==> src/logic/fdcrp_regs.vh <==
// fdcrp_regs.vh: offsets, field positions, reset values and timing counts
// for the floppy rate and precompensation register block.
// assumes inclusion by bare name from a file under logic/.
`ifndef FDCRP_REGS_VH
`define FDCRP_REGS_VH

// register offsets on the 10-bit i/o address
`define FDCRP_ADDR_W          10
`define FDCRP_TAPE_OFS        10'h3f3
`define FDCRP_RATE_OFS        10'h3f4

// rate select register fields
`define FDCRP_RATE_LSB        0
`define FDCRP_PRECOMP_LSB     2
`define FDCRP_ZERO_BIT        5
`define FDCRP_LOWPWR_BIT      6
`define FDCRP_SWRST_BIT       7
`define FDCRP_RATE_RST        8'h02

// tape register: bits implemented in normal and enhanced mode
`define FDCRP_TAPE_OE_NORMAL  8'h03
`define FDCRP_TAPE_OE_ENH     8'hff

// encoded rate codes and active rate values
`define FDCRP_CODE_500        2'h0
`define FDCRP_CODE_300        2'h1
`define FDCRP_CODE_250        2'h2
`define FDCRP_CODE_1M         2'h3
`define FDCRP_SPD_250         3'h0
`define FDCRP_SPD_300         3'h1
`define FDCRP_SPD_500         3'h2
`define FDCRP_SPD_1M          3'h3
`define FDCRP_SPD_2M          3'h4

// drive rate types
`define FDCRP_DRT_3MODE       2'h1
`define FDCRP_DRT_2MEG        2'h2

// precompensation codes, delays in half steps of 20.83 ns
`define FDCRP_PC_DEFAULT      3'h0
`define FDCRP_PC_ZERO         3'h7
`define FDCRP_HSTEP_2M_DEF    4'h1
`define FDCRP_HSTEP_1M_DEF    4'h2
`define FDCRP_HSTEP_LO_DEF    4'h6
`define FDCRP_START_TRK_RST   8'h00

// software reset pulse length
`define FDCRP_CLK_MHZ         200
`define FDCRP_SWRST_NS        100
`define FDCRP_SWRST_CYC       ((`FDCRP_SWRST_NS * `FDCRP_CLK_MHZ + 999) / 1000)

`endif

==> src/logic/fdcrp_top.v <==
// fdcrp_top.v: tape/drive information register, write-only rate select
// register, write precompensation and density pin mapping of a floppy controller.
// assumes a single-cycle strobe register port on clk_in and that all
// configuration and control inputs come from logic on the same clock.
//
// Function
// normal mode tape register drives bits 1:0 only
// enhanced bits 7:6 are inverted f1 bits 5:4
// disk-kind bits survive hardware and software reset
// enhanced bits 5:4 pick f2 pair by drive
// enhanced bits 3:2 return f1 bits 7:6
// tape bits 1:0 readable and writable always
// active rate follows latest rate or config write
// rate register write only, hard reset 02h
// rate code maps to mfm rate, density
// drive rate type remaps code 01
// precomp code sets write delay steps
// default delay depends on active rate
// precomp starts at configured track, default 0
// software writes zero to rate bit 5
// rate bit 6 enters manual low power
// low power ends on reset or access
// rate bit 7 resets, self clearing
// density pins mapped by drive type
// drive select taken from output control bits
//
// Local design decision: strobed register access.

`timescale 1ns/1ps
`default_nettype none
`include "fdcrp_regs.vh"

module fdcrp_top (
    input  wire                      clk_in,          // controller clock
    input  wire                      resetn_in,       // hardware reset, low
    input  wire [`FDCRP_ADDR_W-1:0]  addr_in,         // register address
    input  wire [7:0]                wr_data_in,      // write data
    input  wire                      wr_strobe_in,    // one-cycle write
    input  wire                      rd_strobe_in,    // one-cycle read
    input  wire                      enhanced_mode_in, // enhanced mode 2 level
    input  wire [7:0]                fdc_config_f1_in, // config register f1
    input  wire [7:0]                fdc_config_f2_in, // config register f2
    input  wire [1:0]                output_control_reg_in, // drive select bits
    input  wire                      ctrl_resetn_in,  // output control reset bit, low
    input  wire                      config_control_reg_wr_in, // config control write pulse
    input  wire [1:0]                config_control_reg_rate_in, // config control rate
    input  wire [1:0]                drive_rate_type_in, // drive rate type
    input  wire [1:0]                drive_kind_in,   // drive type for pins
    input  wire                      fifo_status_access_in, // data/status access
    input  wire                      start_track_wr_in, // configure pulse
    input  wire [7:0]                start_track_in,  // configured start track
    input  wire [7:0]                cur_track_in,    // track being written
    output reg  [7:0]                rd_data_out,     // read data
    output reg  [7:0]                rd_data_oe_out,  // per-bit drive enable
    output reg  [1:0]                rate_code_out,   // active rate code
    output reg  [2:0]                data_rate_out,   // decoded mfm rate
    output reg  [3:0]                precomp_hsteps_out, // delay, 20.83 ns units
    output reg                       precomp_en_out,  // precomp on this track
    output reg                       density_level_out, // high density level
    output reg  [1:0]                density_out_pins_out, // density pins
    output reg                       low_power_out,   // clock/separator off
    output reg                       ctrl_reset_out   // controller soft reset
);

    // decoded mfm rate from code and drive rate type
    function [2:0] fdcrp_rate;
        input [1:0] code;
        input [1:0] drt;
        begin
            case (code)
                `FDCRP_CODE_1M:  fdcrp_rate = `FDCRP_SPD_1M;
                `FDCRP_CODE_500: fdcrp_rate = `FDCRP_SPD_500;
                `FDCRP_CODE_250: fdcrp_rate = `FDCRP_SPD_250;
                default: begin
                    // code 01 is the only code the drive type remaps
                    if (drt == `FDCRP_DRT_3MODE) begin
                        fdcrp_rate = `FDCRP_SPD_500;
                    end else if (drt == `FDCRP_DRT_2MEG) begin
                        fdcrp_rate = `FDCRP_SPD_2M;
                    end else begin
                        fdcrp_rate = `FDCRP_SPD_300;
                    end
                end
            endcase
        end
    endfunction

    // density level: high for codes 11 and 00
    function fdcrp_dens;
        input [1:0] code;
        begin
            fdcrp_dens = (code == `FDCRP_CODE_1M) ||
                         (code == `FDCRP_CODE_500);
        end
    endfunction

    // state
    reg  [1:0]  tape_sel_ff;      // tape drive selection
    reg  [2:0]  precomp_code_ff;  // precomp select bits
    reg  [1:0]  rate_ff;          // most recent rate write
    reg         low_power_ff;     // manual low power flag
    reg  [4:0]  swrst_cnt_ff;     // self-clearing reset timer
    reg  [7:0]  start_trk_ff;     // precomp starting track
    reg  [7:0]  rd_data_ff;
    reg  [7:0]  rd_oe_ff;
    reg  [2:0]  rate_dec_ff;
    reg  [3:0]  hsteps_ff;
    reg         pc_en_ff;
    reg         dens_ff;
    reg  [1:0]  pins_ff;
    reg         ctrl_rst_ff;

    // next values
    reg  [7:0]  nxt_rd_data;
    reg  [7:0]  nxt_rd_oe;
    reg  [2:0]  nxt_rate_dec;
    reg  [3:0]  nxt_hsteps;
    reg  [1:0]  nxt_pins;
    reg  [1:0]  drive_pair;       // f2 pair for selected drive
    reg  [1:0]  nxt_rate;

    wire        wr_tape = wr_strobe_in && (addr_in == `FDCRP_TAPE_OFS);
    wire        rd_tape = rd_strobe_in && (addr_in == `FDCRP_TAPE_OFS);
    wire        wr_rate = wr_strobe_in && (addr_in == `FDCRP_RATE_OFS);
    wire        swrst_req = wr_rate && wr_data_in[`FDCRP_SWRST_BIT];
    wire        swrst_busy = (swrst_cnt_ff != 5'h00);
    wire        soft_reset = swrst_busy || !ctrl_resetn_in;
    // full-width copies of the constants, cut on purpose to the field widths below
    localparam [7:0]  rate_rst_val = `FDCRP_RATE_RST;
    localparam [31:0] swrst_cyc = `FDCRP_SWRST_CYC;
    wire [4:0]  swrst_len = swrst_cyc[4:0];  // 100 ns at 200 mhz

    // tape selection: hard reset only, soft reset leaves it
    always @(posedge clk_in or negedge resetn_in) begin
        if (!resetn_in) begin
            tape_sel_ff <= 2'h0;
        end else if (wr_tape) begin
            tape_sel_ff <= wr_data_in[1:0];
        end
    end

    // rate select register, write only; soft reset does not touch it
    always @(posedge clk_in or negedge resetn_in) begin
        if (!resetn_in) begin
            precomp_code_ff <= rate_rst_val[`FDCRP_PRECOMP_LSB+2:`FDCRP_PRECOMP_LSB];
        end else if (wr_rate) begin
            // bit 5 is ignored; software is expected to write it as zero
            precomp_code_ff <= wr_data_in[`FDCRP_PRECOMP_LSB+2:`FDCRP_PRECOMP_LSB];
        end
    end

    // active rate: the last of a rate register or config control write; in the same cycle the rate register write wins
    always @* begin
        nxt_rate = rate_ff;
        if (wr_rate) begin
            nxt_rate = wr_data_in[`FDCRP_RATE_LSB+1:`FDCRP_RATE_LSB];
        end else if (config_control_reg_wr_in) begin
            nxt_rate = config_control_reg_rate_in;
        end
    end

    always @(posedge clk_in or negedge resetn_in) begin
        if (!resetn_in) begin
            rate_ff <= rate_rst_val[`FDCRP_RATE_LSB+1:`FDCRP_RATE_LSB];
        end else begin
            rate_ff <= nxt_rate;
        end
    end

    // manual low power: a new request wins over a clearing event
    always @(posedge clk_in or negedge resetn_in) begin
        if (!resetn_in) begin
            low_power_ff <= 1'b0;
        end else if (wr_rate && wr_data_in[`FDCRP_LOWPWR_BIT]) begin
            low_power_ff <= 1'b1;
        end else if (soft_reset || fifo_status_access_in) begin
            low_power_ff <= 1'b0;
        end
    end

    // self-clearing reset bit stretched to the minimum reset width;
    // a second request during the pulse restarts it
    always @(posedge clk_in or negedge resetn_in) begin
        if (!resetn_in) begin
            swrst_cnt_ff <= 5'h00;
        end else if (swrst_req) begin
            swrst_cnt_ff <= swrst_len;
        end else if (swrst_busy) begin
            swrst_cnt_ff <= swrst_cnt_ff - 5'h01;
        end
    end

    // precomp starting track, set by the configure command
    always @(posedge clk_in or negedge resetn_in) begin
        if (!resetn_in) begin
            start_trk_ff <= `FDCRP_START_TRK_RST;
        end else if (start_track_wr_in) begin
            start_trk_ff <= start_track_in;
        end
    end

    // tape/drive information read mux
    always @* begin
        // drive select comes from output control bits 1:0
        case (output_control_reg_in)
            2'h0:    drive_pair = fdc_config_f2_in[1:0];
            2'h1:    drive_pair = fdc_config_f2_in[3:2];
            2'h2:    drive_pair = fdc_config_f2_in[5:4];
            default: drive_pair = fdc_config_f2_in[7:6];
        endcase
        nxt_rd_data = 8'h00;
        nxt_rd_oe = 8'h00;
        if (rd_tape) begin
            if (enhanced_mode_in) begin
                // disk-kind bits are pure decode of f1, so no reset alters them
                nxt_rd_data = {~fdc_config_f1_in[5],
                               ~fdc_config_f1_in[4],
                               drive_pair,
                               fdc_config_f1_in[7:6],
                               tape_sel_ff};
                nxt_rd_oe = `FDCRP_TAPE_OE_ENH;
            end else begin
                nxt_rd_data = {6'h00, tape_sel_ff};
                nxt_rd_oe = `FDCRP_TAPE_OE_NORMAL;
            end
        end
    end

    // rate decode, precompensation and density mapping
    always @* begin
        nxt_rate_dec = fdcrp_rate(rate_ff, drive_rate_type_in);
        case (precomp_code_ff)
            `FDCRP_PC_ZERO: nxt_hsteps = 4'h0;
            `FDCRP_PC_DEFAULT: begin
                if (nxt_rate_dec == `FDCRP_SPD_2M) begin
                    nxt_hsteps = `FDCRP_HSTEP_2M_DEF;
                end else if (nxt_rate_dec == `FDCRP_SPD_1M) begin
                    nxt_hsteps = `FDCRP_HSTEP_1M_DEF;
                end else begin
                    nxt_hsteps = `FDCRP_HSTEP_LO_DEF;
                end
            end
            default: begin
                // 41.67 ns per code step, halved at 2 mbps
                if (nxt_rate_dec == `FDCRP_SPD_2M) begin
                    nxt_hsteps = {1'b0, precomp_code_ff};
                end else begin
                    nxt_hsteps = {precomp_code_ff, 1'b0};
                end
            end
        endcase
        case (drive_kind_in)
            2'h0:    nxt_pins = {rate_ff[0], fdcrp_dens(rate_ff)};
            2'h2:    nxt_pins = {rate_ff[0], rate_ff[1]};
            2'h1:    nxt_pins = {rate_ff[0], ~fdcrp_dens(rate_ff)};
            default: nxt_pins = {rate_ff[1], rate_ff[0]};
        endcase
    end

    // output registers
    always @(posedge clk_in or negedge resetn_in) begin
        if (!resetn_in) begin
            rd_data_ff <= 8'h00;
            rd_oe_ff <= 8'h00;
            rate_dec_ff <= `FDCRP_SPD_250;
            hsteps_ff <= `FDCRP_HSTEP_LO_DEF;
            pc_en_ff <= 1'b0;
            dens_ff <= 1'b0;
            pins_ff <= 2'h0;
            ctrl_rst_ff <= 1'b0;
        end else begin
            rd_data_ff <= nxt_rd_data;
            rd_oe_ff <= nxt_rd_oe;
            rate_dec_ff <= nxt_rate_dec;
            hsteps_ff <= nxt_hsteps;
            pc_en_ff <= (cur_track_in >= start_trk_ff);
            dens_ff <= fdcrp_dens(rate_ff);
            pins_ff <= nxt_pins;
            ctrl_rst_ff <= soft_reset;
        end
    end

    // ports straight from flip-flops
    always @* begin
        rd_data_out = rd_data_ff;
        rd_data_oe_out = rd_oe_ff;
        rate_code_out = rate_ff;
        data_rate_out = rate_dec_ff;
        precomp_hsteps_out = hsteps_ff;
        precomp_en_out = pc_en_ff;
        density_level_out = dens_ff;
        density_out_pins_out = pins_ff;
        low_power_out = low_power_ff;
        ctrl_reset_out = ctrl_rst_ff;
    end

endmodule // fdcrp_top

`default_nettype wire

==> config.mk <==
export PLATFORM = sky130hd
export DESIGN_NAME = fdcrp_top
export DESIGN_NICKNAME = d
export VERILOG_FILES = /design/src/logic/fdcrp_top.v
export VERILOG_INCLUDE_DIRS = /design/src /design/src/logic
export SDC_FILE = /design/constraint.sdc
export NUM_CORES = 1
export LEC_CHECK = 0
export BUFFER_PORTS_ARGS = -buffer_cell sky130_fd_sc_hd__buf_2
export CAP_MARGIN = 20
export CELL_PAD_IN_SITES_DETAIL_PLACEMENT = 0
export CELL_PAD_IN_SITES_GLOBAL_PLACEMENT = 1
export CORE_MARGIN = 2
export CORE_UTILIZATION = 35
export CTS_CLUSTER_SIZE = 25
export DETAILED_ROUTE_END_ITERATION = 10
export GPL_ROUTABILITY_DRIVEN = 0
export PLACE_DENSITY_LB_ADDON = 0.1
export SLEW_MARGIN = 20
export SYNTH_ARGS = -nofsm -noshare
export SYNTH_HDL_FRONTEND = slang
export SYNTH_SLANG_ARGS = --single-unit
==> constraint.sdc <==
create_clock -name clk_in -period 2.35 [get_ports clk_in]
set_input_delay 0.47 -clock clk_in [delete_from_list [all_inputs] [get_ports clk_in]]
set_output_delay 0.47 -clock clk_in [all_outputs]
set_load 0.02 [all_outputs]
# Word-level counts from Yosys, hierarchy flattened

Cells that the tools add are included.

Bitwise operators: 3
Eq/ne operators: 13
Reduce and logical (&&, ||, !) cells: 17
Magnitude comparators: 1
Muxes and demuxes: 19
Add/subtract/negate cells: 1

Operator list:

| operator                                                              | number |
|---|---|
| 8-bit two-way mux                                                     | 4 |
| 10-bit equality test, second input constant                           | 2 |
| 3-bit two-way mux                                                     | 4 |
| 2-bit one-hot mux with 3 select lines                                 | 2 |
| 2-bit equality test, second input constant                            | 5 |
| 5-bit two-way mux                                                     | 2 |
| 3-bit one-hot mux with 3 select lines                                 | 1 |
| 8-bit greater-or-equal comparator                                     | 1 |
| 4-bit one-hot mux with 2 select lines                                 | 1 |
| 2-bit by 1-bit equality test with 1-bit output, second input constant | 3 |
| 3-bit equality test, second input constant                            | 2 |
| 2-bit zero test                                                       | 3 |
| 2-bit nonzero test                                                    | 3 |
| 1-bit logical AND                                                     | 5 |
| 5-bit nonzero test                                                    | 1 |
| 5-bit by 1-bit subtractor with 5-bit output, second input constant    | 1 |
| 2-bit two-way mux                                                     | 2 |
| 4-bit two-way mux                                                     | 1 |
| 3-bit by 2-bit equality test with 1-bit output, second input constant | 1 |
| 3-bit zero test                                                       | 1 |
| 1-bit logical OR                                                      | 3 |
| 1-bit NOT                                                             | 3 |
| 1-bit two-way mux                                                     | 2 |
| 1-bit zero test                                                       | 1 |

Word-level logic and storage cells: 68
Bits of input ports: 67
Register bits after elaboration: 49

# Longest topological paths before layout

Depth after elaboration: 8
Mapped depth: 5
Depth with buffers taken out: 5

# Worst setup path before layout

Ideal clock, no wire load.

Path type: register to register
Start: register rate_ff[1] (netlist: rate_code_out[1])
End: register hsteps_ff[2] (netlist: precomp_hsteps_out[2])
Stages on the path, launching flop included: 6
Data required time: 2,289 ps
Library setup time: 61 ps
Setup slack: 665 ps
Arrival time: 1,624 ps
Buffers on the path: 0
Cells stage by stage: dfstp_2 inv_1 ha_1 and4bb_2 a2111oi_0 a221o_1

Word-level cells in the longest chain between the ends: 6
Elaborated cells between the ends (all ways): 10
Those cells by class: eq/ne: 4; mux: 5; reduce/logical: 1

Ends and longest elaborated chain:

| element                                                         | line            | text |
|---|---|---|
| start, declared                                                 | fdcrp_top.v:100 | `reg [1:0] rate_ff;` |
| start signal, assigned                                          | fdcrp_top.v:164 | `` rate_ff <= rate_rst_val[`FDCRP_RATE_LSB+1:`FDCRP_RATE_LSB]; `` |
| start signal, assigned                                          | fdcrp_top.v:166 | `rate_ff <= nxt_rate;` |
| 2-bit equality test or 2-bit zero test (tied branches)          | fdcrp_top.v:70  | `case (code)` |
| 3-bit one-hot mux with 3 select lines (*)                       | fdcrp_top.v:70  |  |
| 3-bit by 2-bit equality test with 1-bit output (no source line) | n/a             |  |
| 3-bit two-way mux                                               | fdcrp_top.v:237 | `` end else if (nxt_rate_dec == `FDCRP_SPD_1M) begin `` |
| 3-bit two-way mux                                               | fdcrp_top.v:235 | `` if (nxt_rate_dec == `FDCRP_SPD_2M) begin `` |
| 4-bit one-hot mux with 2 select lines (*)                       | fdcrp_top.v:232 | `case (precomp_code_ff)` |
| net nxt_hsteps[2]                                               | fdcrp_top.v:117 | `reg [3:0] nxt_hsteps;` |
| end signal, assigned                                            | fdcrp_top.v:266 | `` hsteps_ff <= `FDCRP_HSTEP_LO_DEF; `` |
| end signal, assigned                                            | fdcrp_top.v:275 | `hsteps_ff <= nxt_hsteps;` |
| end, declared                                                   | fdcrp_top.v:107 | `reg [3:0] hsteps_ff;` |

The timed path passes the listed nets; every way through them passes the cells marked *.
A chain may end at the register's enable or synchronous reset.

# Worst setup path in the final report

Ends and elaborated chain as after synthesis.

==> impl_metrics.tcl <==
set metrics [dict create \
    outcome "completed" \
    leakage_nw 1.49 \
    end_kind "register" \
    drv_cap 0 \
    min_path_type "in2async" \
    die_x_um 82.0 \
    synth.avg_cell_area_sq_um 11.9 \
    vias_per_cell 4.64 \
    async_reset_ff_frac 1.00 \
    syn_inst 178 \
    crit_slowest_cell "dfstp_2" \
    dr.first_iter.drc_count 35 \
    finClkSkew_ns 0.00952 \
    reg2reg_slack_ns 0.60 \
    yosysSeqAreaShare 0.508 \
    crit_chain "inv_1, ha_1, and4bb_2, a2111oi_0, a221o_1" \
    yosys_most_used_dff "dfrtp_1" \
    wirelength_um 4250 \
    nFillCells 586 \
    crit_path_max_fanout 5 \
    antenna_found_initial 0 \
    finalHoldViolations 0 \
    crit_type "reg2reg" \
    cp-startpoint "rate_code_out[1]" \
    cts-htree-levels 2 \
    nNetsFinal 352 \
    cts_buffer_depth 2 \
    min_period_ns 1.75 \
    synth_nets 258 \
    setup_tns_ns 0 \
    synth_top_area_share 0.471 \
    critPathLaunchType "register" \
    required_ns 2.60 \
    place_hpwl_um 3340 \
    insertion_delay_ns 0.30 \
    setup_violations 0 \
    pin_count 98 \
    total_power_mw 1.96 \
    grt_setup_unrepaired "false" \
    antenna_left 0 \
    cp.arrival_ns 2.00 \
    cts_resized 0 \
    cts_buffers 5 \
    stdcell_area_sq_mm 0.00278 \
    stdcell_count 348 \
    synth_cell_types 44 \
    rows 28 \
    initial_core_util 0.361 \
    synth_top_area_cell "dfrtp_1" \
    register_area_sq_mm 0.00108 \
    clk_pin_slew_ns 0.09 \
    cts_setup_buffers 0 \
    power.density_mw_per_mm2 706 \
    slew-limit-headroom 0.603 \
    wl_per_cell_um 12.2 \
    design.core.area_sq_mm 0.00589 \
    overflow 0 \
    drive_above_1_share 0.443 \
    yosysWarnings 0 \
    synth-edff-count 0 \
    die_h_um 82.0 \
    port-buffer-count 92 \
    fmax_ghz 0.573 \
    vias 1614 \
    pre_cts_ws_ns 0.610 \
    synthTopCellsByArea "dfrtp_1, ha_1, dfstp_2" \
    area_growth_pct 30.5 \
    period_share 0.743 \
    diodes 0 \
    slew_viol_final 0 \
    multi_input_area_sq_um 920 \
    holdWs_ns 0.169 \
    drtPass1Iterations 4 \
    cts_tree "done" \
    dp.cells 340 \
    final.setup.worst_slack_ns 0.604 \
    grt_max_degree 27 \
    synth-seq-cells 43 \
    max-vdd-ir-drop_uv 303 \
    hold_buffers 0 \
    slowest_delay_ns 0.56 \
    rr_startpoint "rate_code_out[1]" \
    worst_slew_pin_slew_ns 0.595 \
    grt_pass1_vias 1535 \
    placed_area_sq_mm 0.00264 \
    grt_use_total 0.136 \
    clkSinkCount 43 \
    syn_area_sq_mm 0.00213 \
    cts-root-buf "clkbuf_8" \
    die_area_sq_mm 0.00672 \
    grt_pass1_wl_um 6880 \
    drc_errors 0 \
    fin_util 0.472 \
]
final cells by class:
class,count,area share
sequential,43,0.389
tap,75,0.0338
multi-input combinational,109,0.331
timing repair buffer,95,0.174
inverter,18,0.0243
clock inverter,2,0.0216
clock buffer,6,0.0261
power by group:
part | total, mW | switching (mW) | internal, mW | leakage, nW
combinational | 0.410 | 0.206 | 0.204 | 0.875
clock | 0.683 | 0.258 | 0.425 | 0.0654
sequential | 0.867 | 0.0495 | 0.818 | 0.548
total | 1.96 | 0.514 | 1.45 | 1.49
critical path: cells and delay by family, from the launching register on:
| family | cells | cell delay (ns) |
|---|---|---|
| adders and majority gates | 1 | 0.24 |
| DFF | 1 | 0.56 |
| buffers and inverters | 1 | 0.08 |
| and+or+nand+nor | 1 | 0.26 |
| AOI/OAI and AO/OA | 2 | 0.56 |
sequential cells by signal (all words and copies together) (netlist names), 2 cells and up:
signal	cells
data_rate_out	3
density_out_pins_out	2
precomp_code_ff	3
precomp_hsteps_out	4
rate_code_out	2
rd_data_oe_out	2
rd_data_out	8
start_trk_ff	8
swrst_cnt_ff	5
tape_sel_ff	2
logic make-up after synthesis:
logic type | share of synthesized area
XOR/XNOR | 0.00824
multiplexers | 0.0841
flip-flops | 0.508
adder cells (fa/ha/maj) | 0.0812
AND/OR/NAND/NOR | 0.170
buffers and inverters | 0.0600
AO/OA/AOI/OAI | 0.0888
cell usage after synthesis, types with 2 or more instances:
| cell | count |
|---|---|
| inv_1 | 18 |
| nand2_1 | 17 |
| nor4_4 | 2 |
| a21oi_1 | 5 |
| dfrtp_1 | 40 |
| dfstp_2 | 3 |
| mux2_2 | 7 |
| nand2b_1 | 5 |
| ha_1 | 13 |
| and3b_1 | 2 |
| nor2_1 | 5 |
| a221o_1 | 2 |
| a2111oi_0 | 2 |
| mux4_2 | 2 |
| o21ai_0 | 12 |
| and3_1 | 5 |
| mux2_1 | 4 |
| buf_4 | 6 |
| and2_1 | 3 |
routing by layer:
metal,vias up,global-route usage,part of all wire
li1,803,-,-
met1,754,0.178,0.44
met2,51,0.209,0.47
met3,6,0.0407,0.073
met4,0,0.0550,0.016
met5,-,0,0
final timing paths:
check                                   endpoint  cells past startpoint
min in group clk_in               ctrl_reset_out                      2
max                        precomp_hsteps_out[2]                      5
max in group asynchronous        start_trk_ff[4]                      2
max reg2reg                precomp_hsteps_out[2]                      5
min reg2reg                       rd_data_out[1]                      1
min                              start_trk_ff[2]                      1
layout by cell type (no fill, tap or decap), types with 2 or more instances in the layout:
cell	count
buf_2	92
dfrtp_1	40
inv_1	18
nand2_1	17
ha_1	13
o21ai_0	12
mux2_2	7
nor2_1	5
nand2b_1	5
a21oi_1	5
and3_1	5
clkbuf_8	5
mux2_1	4
and2_1	3
buf_4	3
dfstp_2	3
a2111oi_0	2
a221o_1	2
nor4_4	2
and3b_1	2
mux4_2	2
bufinv_16	2
(Power assumes the default switching activity.)
